**config.mk**
```make
export PLATFORM = sky130hd
export DESIGN_NAME = csi_top
export DESIGN_NICKNAME = d
export VERILOG_FILES = /design/src/logic/csi_pkg.sv /design/src/logic/csi_fault_detect.sv /design/src/logic/csi_top.sv
export SDC_FILE = /design/constraint.sdc
export NUM_CORES = 1
export LEC_CHECK = 0
export BUFFER_PORTS_ARGS = -buffer_cell sky130_fd_sc_hd__buf_2
export CAP_MARGIN = 20
export CORE_AREA = 2 2 117 119
export DETAILED_ROUTE_END_ITERATION = 6
export DIE_AREA = 0 0 119 121
export GPL_ROUTABILITY_DRIVEN = 1
export PLACE_DENSITY = 0.49
export SLEW_MARGIN = 20
export SYNTH_ARGS = -nofsm -noshare
export SYNTH_HDL_FRONTEND = slang
export SYNTH_SLANG_ARGS = --single-unit
export TNS_END_PERCENT = 10
```
**constraint.sdc**
```tcl
create_clock -name sys_clk -period 1.4 [get_ports sys_clk]
set_input_delay 0.28 -clock sys_clk [delete_from_list [all_inputs] [get_ports sys_clk]]
set_output_delay 0.28 -clock sys_clk [all_outputs]
set_load 0.02 [all_outputs]
```
**src/logic/csi_pkg.sv**
```systemverilog
// Purpose: Shared types and constants for the computer status indicator logic.
// Assumes: One 100 MHz processor clock; all inputs synchronous to it.
// Notes: Register map is for the APB slave inside csi_top.
package csi_pkg;

    localparam int unsigned CLK_MHZ = 100;
    localparam int unsigned SP_BITS = 24;
    localparam int unsigned DP_BITS = 48;
    localparam int unsigned EXP_BITS = 12;
    // Largest exponent magnitude, 1777 octal.
    localparam logic [EXP_BITS-1:0] EXP_LIMIT = 12'h3FF;

    // APB register byte addresses.
    localparam logic [11:0] ADDR_STATUS = 12'h000;
    localparam logic [11:0] ADDR_FAULT = 12'h004;
    localparam logic [11:0] ADDR_CLEAR = 12'h008;
    localparam logic [11:0] ADDR_LAMP_EN = 12'h00C;

    // Fault vector bit positions.
    localparam int unsigned F_OVF = 0;
    localparam int unsigned F_DIV = 1;
    localparam int unsigned F_EXP = 2;
    localparam int unsigned F_DEC = 3;
    localparam int unsigned F_ILW = 4;
    localparam int unsigned F_STO = 5;
    localparam int unsigned F_ADP = 6;
    localparam int unsigned NUM_FAULTS = 7;

    localparam logic [NUM_FAULTS-1:0] FAULT_RST = 7'h00;
    localparam logic LAMP_EN_RST = 1'b1;
    localparam logic [11:0] DECIMAL_FAULT_OPCODE = 12'hFFA;

    typedef enum logic [2:0] {
        CYC_IDLE,
        CYC_FETCH,
        CYC_INDIRECT,
        CYC_OP_READ,
        CYC_OP_WRITE
    } csi_cycle_t;

    // Storage side events from the processor.
    typedef struct packed {
        logic [3:0] module_busy;
        logic addr_parity_err;
        logic data_parity_err;
        logic no_response;
        logic realtime_intr_processor_parity;
        logic io_channel_parity;
        logic protect_write;
    } csi_storage_t;

    // Arithmetic side events.
    typedef struct packed {
        logic add_valid;
        logic double_prec;
        logic [DP_BITS:0] add_result;
        logic div_valid;
        logic float_div;
        logic [DP_BITS:0] quotient;
        logic [DP_BITS-1:0] divisor_mag;
        logic divisor_float_ok;
        logic divisor_normalized;
        logic exp_valid;
        logic exp_neg;
        logic [EXP_BITS:0] exp_mag;
        logic business_proc_section_fault;
        logic instr_done;
        logic [11:0] instr_code;
    } csi_arith_t;

    typedef struct packed {
        logic storage_busy;
        logic supervisor_state;
        logic user_state;
        logic intr_enabled;
        logic instr_fetch_cycle;
        logic indirect_addr_cycle;
        logic operand_read_cycle;
        logic operand_write_cycle;
        logic maint_active;
    } csi_lamps_t;

endpackage

```
**src/logic/csi_fault_detect.sv**
```systemverilog
// Purpose: Combinational detection of arithmetic fault events.
// Assumes: Results arrive sign-extended by one bit beyond their precision.
// Notes: Outputs are one-cycle events; latching happens in csi_top.
`timescale 1ns/100ps
module csi_fault_detect
    import csi_pkg::*;
(
    // Arithmetic events
    input wire csi_arith_t arith,
    // Detected events
    output logic ovf_evt,
    output logic div_evt,
    output logic exp_evt
);

    // True when a value does not fit its precision, sign included.
    function automatic logic csi_no_fit(input logic [DP_BITS:0] v, input logic dp);
        logic fit;
        fit = 1'b0;
        if (dp) begin
            fit = (v[DP_BITS] == v[DP_BITS-1]);
        end else begin
            fit = (v[DP_BITS:SP_BITS-1] == {(DP_BITS-SP_BITS+2){v[SP_BITS-1]}});
        end
        return !fit;
    endfunction

    logic div_small;
    always_comb begin
        div_small = (arith.divisor_mag == '0);
    end

    always_comb begin
        ovf_evt = arith.add_valid && csi_no_fit(arith.add_result, arith.double_prec);
        div_evt = 1'b0;
        if (arith.div_valid) begin
            if (arith.float_div) begin
                // Unnormalized divisors are faulted too; that case is not allowed.
                div_evt = div_small || !arith.divisor_float_ok || !arith.divisor_normalized;
            end else begin
                div_evt = div_small || csi_no_fit(arith.quotient, arith.double_prec);
            end
        end
        exp_evt = arith.exp_valid && (arith.exp_mag > {1'b0, EXP_LIMIT});
    end

endmodule

```
**src/logic/csi_top.sv**
```systemverilog
// Purpose: Drives the operator status lamps from processor state and faults.
// Assumes: Inputs synchronous to sys_clk; fault clearing arrives as a pulse.
// Notes: Faults are also readable and clearable over APB.
//
// Design decisions made here: the register addresses and the APB slave port.
`timescale 1ns/100ps

module csi_top
    import csi_pkg::*;
(
    // Clock and reset
    input wire logic sys_clk,
    input wire logic arst_n,
    // Processor state
    input wire csi_cycle_t cycle,
    input wire logic exec_supervisor,
    input wire logic exec_user,
    input wire logic intr_sys_enabled,
    input wire logic maint_key_on,
    input wire logic fault_clear,
    input wire csi_storage_t storage,
    input wire csi_arith_t arith,
    // APB slave
    input wire logic psel,
    input wire logic penable,
    input wire logic pwrite,
    input wire logic [11:0] paddr,
    input wire logic [31:0] pwdata,
    output logic [31:0] prdata,
    output logic pready,
    output logic pslverr,
    // Console lamps
    output csi_lamps_t lamps,
    output logic [NUM_FAULTS-1:0] fault_lamps
);

    csi_lamps_t lamps_d;
    logic [NUM_FAULTS-1:0] fault_q;
    logic [NUM_FAULTS-1:0] fault_set;
    logic [NUM_FAULTS-1:0] sw_clear;
    logic lamp_en_q;
    logic ovf_evt;
    logic div_evt;
    logic exp_evt;
    logic apb_access;
    logic apb_write;
    logic addr_ok;

    // Register write decode, shared by the clear strobe and the lamp enable.
    function automatic logic csi_reg_write(input logic wr, input logic [11:0] a, input logic [11:0] target);
        return wr && (a == target);
    endfunction

    csi_fault_detect u_detect (
        .arith(arith),
        .ovf_evt(ovf_evt),
        .div_evt(div_evt),
        .exp_evt(exp_evt)
    );

    always_comb begin
        lamps_d = '0;
        lamps_d.storage_busy = |storage.module_busy;
        lamps_d.supervisor_state = exec_supervisor;
        lamps_d.user_state = exec_user && !exec_supervisor;
        lamps_d.intr_enabled = intr_sys_enabled;
        lamps_d.maint_active = maint_key_on;
        // A single enum input makes overlapping cycle lamps impossible.
        unique case (cycle)
            CYC_IDLE: begin
            end
            CYC_FETCH: begin
                lamps_d.instr_fetch_cycle = 1'b1;
            end
            CYC_INDIRECT: begin
                lamps_d.indirect_addr_cycle = 1'b1;
            end
            CYC_OP_READ: begin
                lamps_d.operand_read_cycle = 1'b1;
            end
            CYC_OP_WRITE: begin
                lamps_d.operand_write_cycle = 1'b1;
            end
            default: begin
            end
        endcase
        if (!lamp_en_q) begin
            lamps_d = '0;
        end
    end

    always_ff @(posedge sys_clk or negedge arst_n) begin
        if (!arst_n) begin
            lamps <= '0;
        end else begin
            lamps <= lamps_d;
        end
    end

    always_comb begin
        fault_set = '0;
        fault_set[F_OVF] = ovf_evt;
        fault_set[F_DIV] = div_evt;
        fault_set[F_EXP] = exp_evt;
        fault_set[F_DEC] = arith.business_proc_section_fault ||
            (arith.instr_done && arith.instr_code == DECIMAL_FAULT_OPCODE);
        fault_set[F_ILW] = storage.protect_write;
        // Channel parity is deliberately not an input to this term.
        fault_set[F_STO] = storage.addr_parity_err || storage.data_parity_err ||
            storage.no_response || storage.realtime_intr_processor_parity;
        fault_set[F_ADP] = storage.addr_parity_err;
    end

    assign apb_access = psel && penable;
    assign apb_write = apb_access && pwrite;
    assign addr_ok = (paddr == ADDR_STATUS) || (paddr == ADDR_FAULT) ||
        (paddr == ADDR_CLEAR) || (paddr == ADDR_LAMP_EN);

    always_comb begin
        sw_clear = '0;
        if (csi_reg_write(apb_write, paddr, ADDR_CLEAR)) begin
            sw_clear = pwdata[NUM_FAULTS-1:0];
        end
    end

    // Set wins over clear so a fault in the clearing cycle is not lost.
    always_ff @(posedge sys_clk or negedge arst_n) begin
        if (!arst_n) begin
            fault_q <= FAULT_RST;
        end else begin
            fault_q <= ((fault_clear ? '0 : fault_q) & ~sw_clear) | fault_set;
        end
    end

    always_ff @(posedge sys_clk or negedge arst_n) begin
        if (!arst_n) begin
            fault_lamps <= FAULT_RST;
        end else begin
            fault_lamps <= lamp_en_q ? fault_q : FAULT_RST;
        end
    end

    always_ff @(posedge sys_clk or negedge arst_n) begin
        if (!arst_n) begin
            lamp_en_q <= LAMP_EN_RST;
        end else if (csi_reg_write(apb_write, paddr, ADDR_LAMP_EN)) begin
            lamp_en_q <= pwdata[0];
        end
    end

    // APB: zero wait states; unmapped addresses answer with pslverr.
    always_ff @(posedge sys_clk or negedge arst_n) begin
        if (!arst_n) begin
            pready <= 1'b0;
            pslverr <= 1'b0;
            prdata <= '0;
        end else begin
            pready <= psel && !penable;
            pslverr <= psel && !penable && !addr_ok;
            prdata <= '0;
            if (psel && !penable && !pwrite) begin
                unique case (paddr)
                    ADDR_STATUS: prdata <= {23'h0, lamps_d};
                    ADDR_FAULT: prdata <= {25'h0, fault_q};
                    ADDR_LAMP_EN: prdata <= {31'h0, lamp_en_q};
                    default: prdata <= '0;
                endcase
            end
        end
    end

    // Cycle lamps.
    chk_cycle_onehot: assert property (@(posedge sys_clk) disable iff (!arst_n)
        $onehot0({lamps.instr_fetch_cycle, lamps.indirect_addr_cycle,
                  lamps.operand_read_cycle, lamps.operand_write_cycle}))
        else $error("more than one cycle lamp lit");

    chk_fetch_lamp: assert property (@(posedge sys_clk) disable iff (!arst_n)
        (cycle == CYC_FETCH && lamp_en_q) |=> lamps.instr_fetch_cycle)
        else $error("fetch lamp missed");

    chk_indirect_lamp: assert property (@(posedge sys_clk) disable iff (!arst_n)
        (cycle == CYC_INDIRECT && lamp_en_q) |=> lamps.indirect_addr_cycle)
        else $error("indirect lamp missed");

    chk_read_lamp: assert property (@(posedge sys_clk) disable iff (!arst_n)
        (cycle == CYC_OP_READ && lamp_en_q) |=> lamps.operand_read_cycle)
        else $error("operand read lamp missed");

    chk_store_lamp: assert property (@(posedge sys_clk) disable iff (!arst_n)
        (cycle == CYC_OP_WRITE && lamp_en_q) |=> lamps.operand_write_cycle)
        else $error("store lamp missed");

    // State lamps, then lamps dark when disabled and fault lamp copy.
    chk_busy_follows: assert property (@(posedge sys_clk) disable iff (!arst_n)
        (|storage.module_busy && lamp_en_q) |=> lamps.storage_busy)
        else $error("storage busy lamp missed");

    chk_super_lamp: assert property (@(posedge sys_clk) disable iff (!arst_n)
        (exec_supervisor && lamp_en_q) |=> lamps.supervisor_state)
        else $error("supervisor lamp missed");

    chk_user_lamp: assert property (@(posedge sys_clk) disable iff (!arst_n)
        (exec_user && !exec_supervisor && lamp_en_q) |=> lamps.user_state)
        else $error("user lamp missed");

    chk_user_masked: assert property (@(posedge sys_clk) disable iff (!arst_n)
        exec_supervisor |=> !lamps.user_state)
        else $error("user lamp lit in supervisor state");

    chk_intr_lamp: assert property (@(posedge sys_clk) disable iff (!arst_n)
        (intr_sys_enabled && lamp_en_q) |=> lamps.intr_enabled)
        else $error("interrupt lamp missed");

    chk_maint_lamp: assert property (@(posedge sys_clk) disable iff (!arst_n)
        (maint_key_on && lamp_en_q) |=> lamps.maint_active)
        else $error("maintenance lamp missed");

    chk_lamps_dark: assert property (@(posedge sys_clk) disable iff (!arst_n)
        !lamp_en_q |=> (lamps == '0 && fault_lamps == '0))
        else $error("lamp lit while lamps disabled");

    chk_fault_copy: assert property (@(posedge sys_clk) disable iff (!arst_n)
        lamp_en_q |=> (fault_lamps == $past(fault_q)))
        else $error("fault lamps do not follow fault flags");

    // Arithmetic faults. Most expectations use the raw inputs, not the detector outputs,
    // so that a broken detector is caught here as well.
    chk_overflow: assert property (@(posedge sys_clk) disable iff (!arst_n)
        ovf_evt |=> fault_q[F_OVF])
        else $error("overflow not latched");

    chk_overflow_single: assert property (@(posedge sys_clk) disable iff (!arst_n)
        (arith.add_valid && !arith.double_prec &&
            arith.add_result[SP_BITS] != arith.add_result[SP_BITS-1]) |=> fault_q[F_OVF])
        else $error("single precision overflow missed");

    chk_overflow_double: assert property (@(posedge sys_clk) disable iff (!arst_n)
        (arith.add_valid && arith.double_prec &&
            arith.add_result[DP_BITS] != arith.add_result[DP_BITS-1]) |=> fault_q[F_OVF])
        else $error("double precision overflow missed");

    chk_quotient_wide: assert property (@(posedge sys_clk) disable iff (!arst_n)
        (arith.div_valid && !arith.float_div && !arith.double_prec &&
            arith.quotient[SP_BITS] != arith.quotient[SP_BITS-1]) |=> fault_q[F_DIV])
        else $error("wide quotient not faulted");

    chk_zero_divisor: assert property (@(posedge sys_clk) disable iff (!arst_n)
        (arith.div_valid && arith.divisor_mag == '0) |=> fault_q[F_DIV])
        else $error("zero divisor not faulted");

    chk_float_divisor: assert property (@(posedge sys_clk) disable iff (!arst_n)
        (arith.div_valid && arith.float_div && !arith.divisor_float_ok) |=> fault_q[F_DIV])
        else $error("bad float divisor not faulted");

    chk_unnormalized_divisor: assert property (@(posedge sys_clk) disable iff (!arst_n)
        (arith.div_valid && arith.float_div && !arith.divisor_normalized) |=> fault_q[F_DIV])
        else $error("unnormalized divisor not faulted");

    chk_exp_fault: assert property (@(posedge sys_clk) disable iff (!arst_n)
        (arith.exp_valid && arith.exp_mag > {1'b0, EXP_LIMIT}) |=> fault_q[F_EXP])
        else $error("exponent fault not latched");

    chk_decimal: assert property (@(posedge sys_clk) disable iff (!arst_n)
        (arith.instr_done && arith.instr_code == DECIMAL_FAULT_OPCODE) |=> fault_q[F_DEC])
        else $error("decimal fault not set");

    chk_section_decimal: assert property (@(posedge sys_clk) disable iff (!arst_n)
        arith.business_proc_section_fault |=> fault_q[F_DEC])
        else $error("section decimal fault not set");

    // Storage faults, then fault hold and fault clear.
    chk_illegal_write: assert property (@(posedge sys_clk) disable iff (!arst_n)
        storage.protect_write |=> fault_q[F_ILW])
        else $error("illegal write not latched");

    chk_storage_err: assert property (@(posedge sys_clk) disable iff (!arst_n)
        (storage.no_response || storage.data_parity_err) |=> fault_q[F_STO])
        else $error("storage error flag not set");

    chk_intr_proc_parity: assert property (@(posedge sys_clk) disable iff (!arst_n)
        storage.realtime_intr_processor_parity |=> fault_q[F_STO])
        else $error("interrupt processor parity not latched");

    chk_chan_parity: assert property (@(posedge sys_clk) disable iff (!arst_n)
        (storage.io_channel_parity && !fault_set[F_STO] && !fault_q[F_STO]) |=> !fault_q[F_STO])
        else $error("channel parity set storage flag");

    // The lamp enable is taken one cycle back, as that is the value the fault lamps were loaded with.
    chk_addr_marker: assert property (@(posedge sys_clk) disable iff (!arst_n)
        storage.addr_parity_err |=> (fault_q[F_ADP] && fault_q[F_STO]) ##1
            (fault_lamps[F_ADP] || !$past(lamp_en_q)))
        else $error("address parity marker not lit");

    chk_marker_quiet: assert property (@(posedge sys_clk) disable iff (!arst_n)
        (!storage.addr_parity_err && !fault_q[F_ADP]) |=> !fault_q[F_ADP])
        else $error("address marker lit without address parity");

    chk_fault_hold: assert property (@(posedge sys_clk) disable iff (!arst_n)
        (fault_q[F_DIV] && !fault_clear && !sw_clear[F_DIV]) |=> fault_q[F_DIV])
        else $error("divide fault dropped");

    chk_clear_all: assert property (@(posedge sys_clk) disable iff (!arst_n)
        (fault_clear && fault_set == '0) |=> (fault_q == '0))
        else $error("fault flags not cleared");

endmodule

```
==> metrics.txt <==
total wire length=7280 µm; Max-Cap Viols=0; number of I/O pins=298; synth warn=0; Pwr Density=~750 nW/µm²; worst hold path type=primary input to flip-flop; grt ovf=0; Tot GR Track Use=9.72%; Max Root-Sink Buffers=2; max-slew violation count=0; Worst-path clk slew=0.05 ns; commonest non-fill, non-tap cell in the layout=buf_2; critical path type=primary input to flip-flop; hold_ws=0.204 ns; Seq/Total Area, Yosys=43.7%; Worst setup SP type=primary input; syn_area_per_cell=9.33 µm²; row cnt=42; Clock Latency Late Sink=around 0.27 ns; DRC Markers=0; FMAX=0.702 GHz; critical path capture point type=flip-flop; Final Skew=0.00195 ns; most frequent cells in the layout=buf_2 (188), dfrtp_1 (34), conb_1 (23); antenna violations before repair=1; core footprint=13100 µm²; Util after Layout=26.0%; Setup violations, final=1; largest net degree at the start of global routing=24; number of global-route vias before repair=about 2400; RD Place Congestion=between 0.8 and 0.9; post-synthesis register bit count=35; die height=121 µm; Crit Path Max Fanout=6; CTS buffer count=5; DR pass1 iterations=4; share of layout cells above drive strength 1=53.9%; Die ar.=approximately 14000 µm²; CTS sink cnt=35; crit path DAT=1.58 ns; Critical Path RT=between 1.5 and 2 ns; Initial Util=approximately 15%; RSZ-0062 raised after global routing=yes; port bufs=about 190; H-tree level count=2; via count of the routed design=2402; DIE WIDTH=119 µm; Ant. Diodes=0; Hold Vio Cnt, Final=0; Yosys cell types=39; status=finished, violations left; Tcrit/Tclk final=102%; WL/cell=12.2 µm; setup ws final=-0.0236 ns; CTS tree=done; antenna viol nets, final=0; Mapped Cells=between 200 and 250; final layout net count=670; cell area after synthesis=about 2000 µm²; global-route wire length before repair=11300 µm; Max VDD drop=0.398 mV; First DRT Iteration DRCs=80; Lkg Pwr=0.00173 µW; Tot Pwr=2550 µW; Area Growth Syn to Fin=69.7%; root buf cell=clkbuf_16; # fillers=1423; minimum clock period=1.42 ns; hpwl dp=6410 µm; pre-CTS setup slack=-0.359 ns; vias per cell=4.01; failing checks=setup timing
[critical path, stage by stage]
cell and delay (ns):
buf_2 0.14, nor4_2 0.29, a31oi_1 0.11, or4_1 0.53, a31o_2 0.23
[repair_timing]
item	4_1_cts	5_1_grt
hold buffers	1	0
hold endpoints to repair	11	0
setup buffers	2	0
cloned	0	0
gates resized for setup	0	9
endpoints found under the setup margin	4	10
pin swaps	4	7
[area by class of cell]
class	instances	area (µm²)	area share, %
clock buffer	7	133	3.90
clock inverter	1	5.00	0.147
inverter	5	18.8	0.551
multi-input combinational	171	1050	30.8
sequential	35	877	25.8
tap	176	220	6.47
timing repair buffer	204	1100	32.3
[path summary, 6_finish.rpt]
path / from / endpoint / slack (ns) / cells after the start
min in group asynchronous: arst_n / prdata[5] / 0.45 / 2
hold reg to reg: fault_q[2] / fault_lamps[2] / 0.52 / 1
setup reg to reg: lamp_en_q / prdata[2] / 0.14 / 4
max in group asynchronous: arst_n / lamps[3] / 0.53 / 3
hold / removal: pwrite / prdata[0] / 0.20 / 2
setup / recovery: arith[153] / fault_q[0] / -0.02 / 5
[report_power, final]
part	internal, µW	total (µW)	switching [µW]
Sequential	1030	1050	13.7
Combinational	242	491	249
Clock	656	1020	360
[cell families after synthesis]
kind of cell	share of synthesized area [%]
other	0.187
AO/OA/AOI/OAI	8.11
AND/OR/NAND/NOR	34.9
flip-flops	43.7
multiplexers	2.56
buffers and inverters	10.5
[metal layers]
layer  track usage, %  part of all wire (%)
met4             2.75                   1.6
met3             2.49                   8.4
met2             17.2                    49
met5                0                  0.18
met1             11.7                    40
[state kept, by name, summed over array words and instances, names as in the netlist]
register / flops
lamp_en_q: 1
pready: 1
pslverr: 1
lamps: 9
fault_lamps: 7
fault_q: 7
prdata: 9
[synth_stat cells]
cell type / instances / share of area (%)
nor3_4: 1 / 0.81
and2_1: 12 / 3.7
buf_6: 1 / 0.56
nand2b_1: 2 / 0.62
nor3_1: 12 / 3.0
o211ai_1: 1 / 0.37
conb_1: 1 / 0.19
nand3b_1: 1 / 0.37
nand3_2: 1 / 0.50
nand2_1: 20 / 3.7
inv_1: 5 / 0.94
clkbuf_1: 2 / 0.37
or4_1: 2 / 0.75
mux2_2: 1 / 0.56
mux2i_1: 4 / 2.0
nand3_1: 5 / 1.2
nor3b_2: 2 / 1.2
a21oi_1: 4 / 1.0
a211o_1: 1 / 0.44
nor4_1: 23 / 7.2
a32o_1: 1 / 0.50
dfstp_2: 1 / 1.3
nor4b_1: 1 / 0.44
a31oi_1: 8 / 2.5
nor2_1: 15 / 2.8
nor2b_1: 1 / 0.31
a31o_2: 4 / 1.7
or4_4: 1 / 0.56
and3b_1: 2 / 0.87
and3_1: 1 / 0.31
dfrtp_1: 34 / 42
nand4_1: 14 / 4.4
nor4_2: 2 / 1.2
buf_4: 23 / 8.6
or3_1: 1 / 0.31
o41a_1: 1 / 0.56
nor4bb_1: 1 / 0.50
a311o_1: 1 / 0.50
o21ai_0: 2 / 0.50
[through the flow]
stage,std cells,setup TNS [ns],instance area (µm²)
final,599,-0.0236,3400
after global routing,599,-0.148,3400
after CTS,599,-0.0299,3350
after detailed placement,588,-3.94,3190
after global placement,588,-3.69,3190
after floorplan,237,-0.682,2110
(Power assumes the default switching activity.)
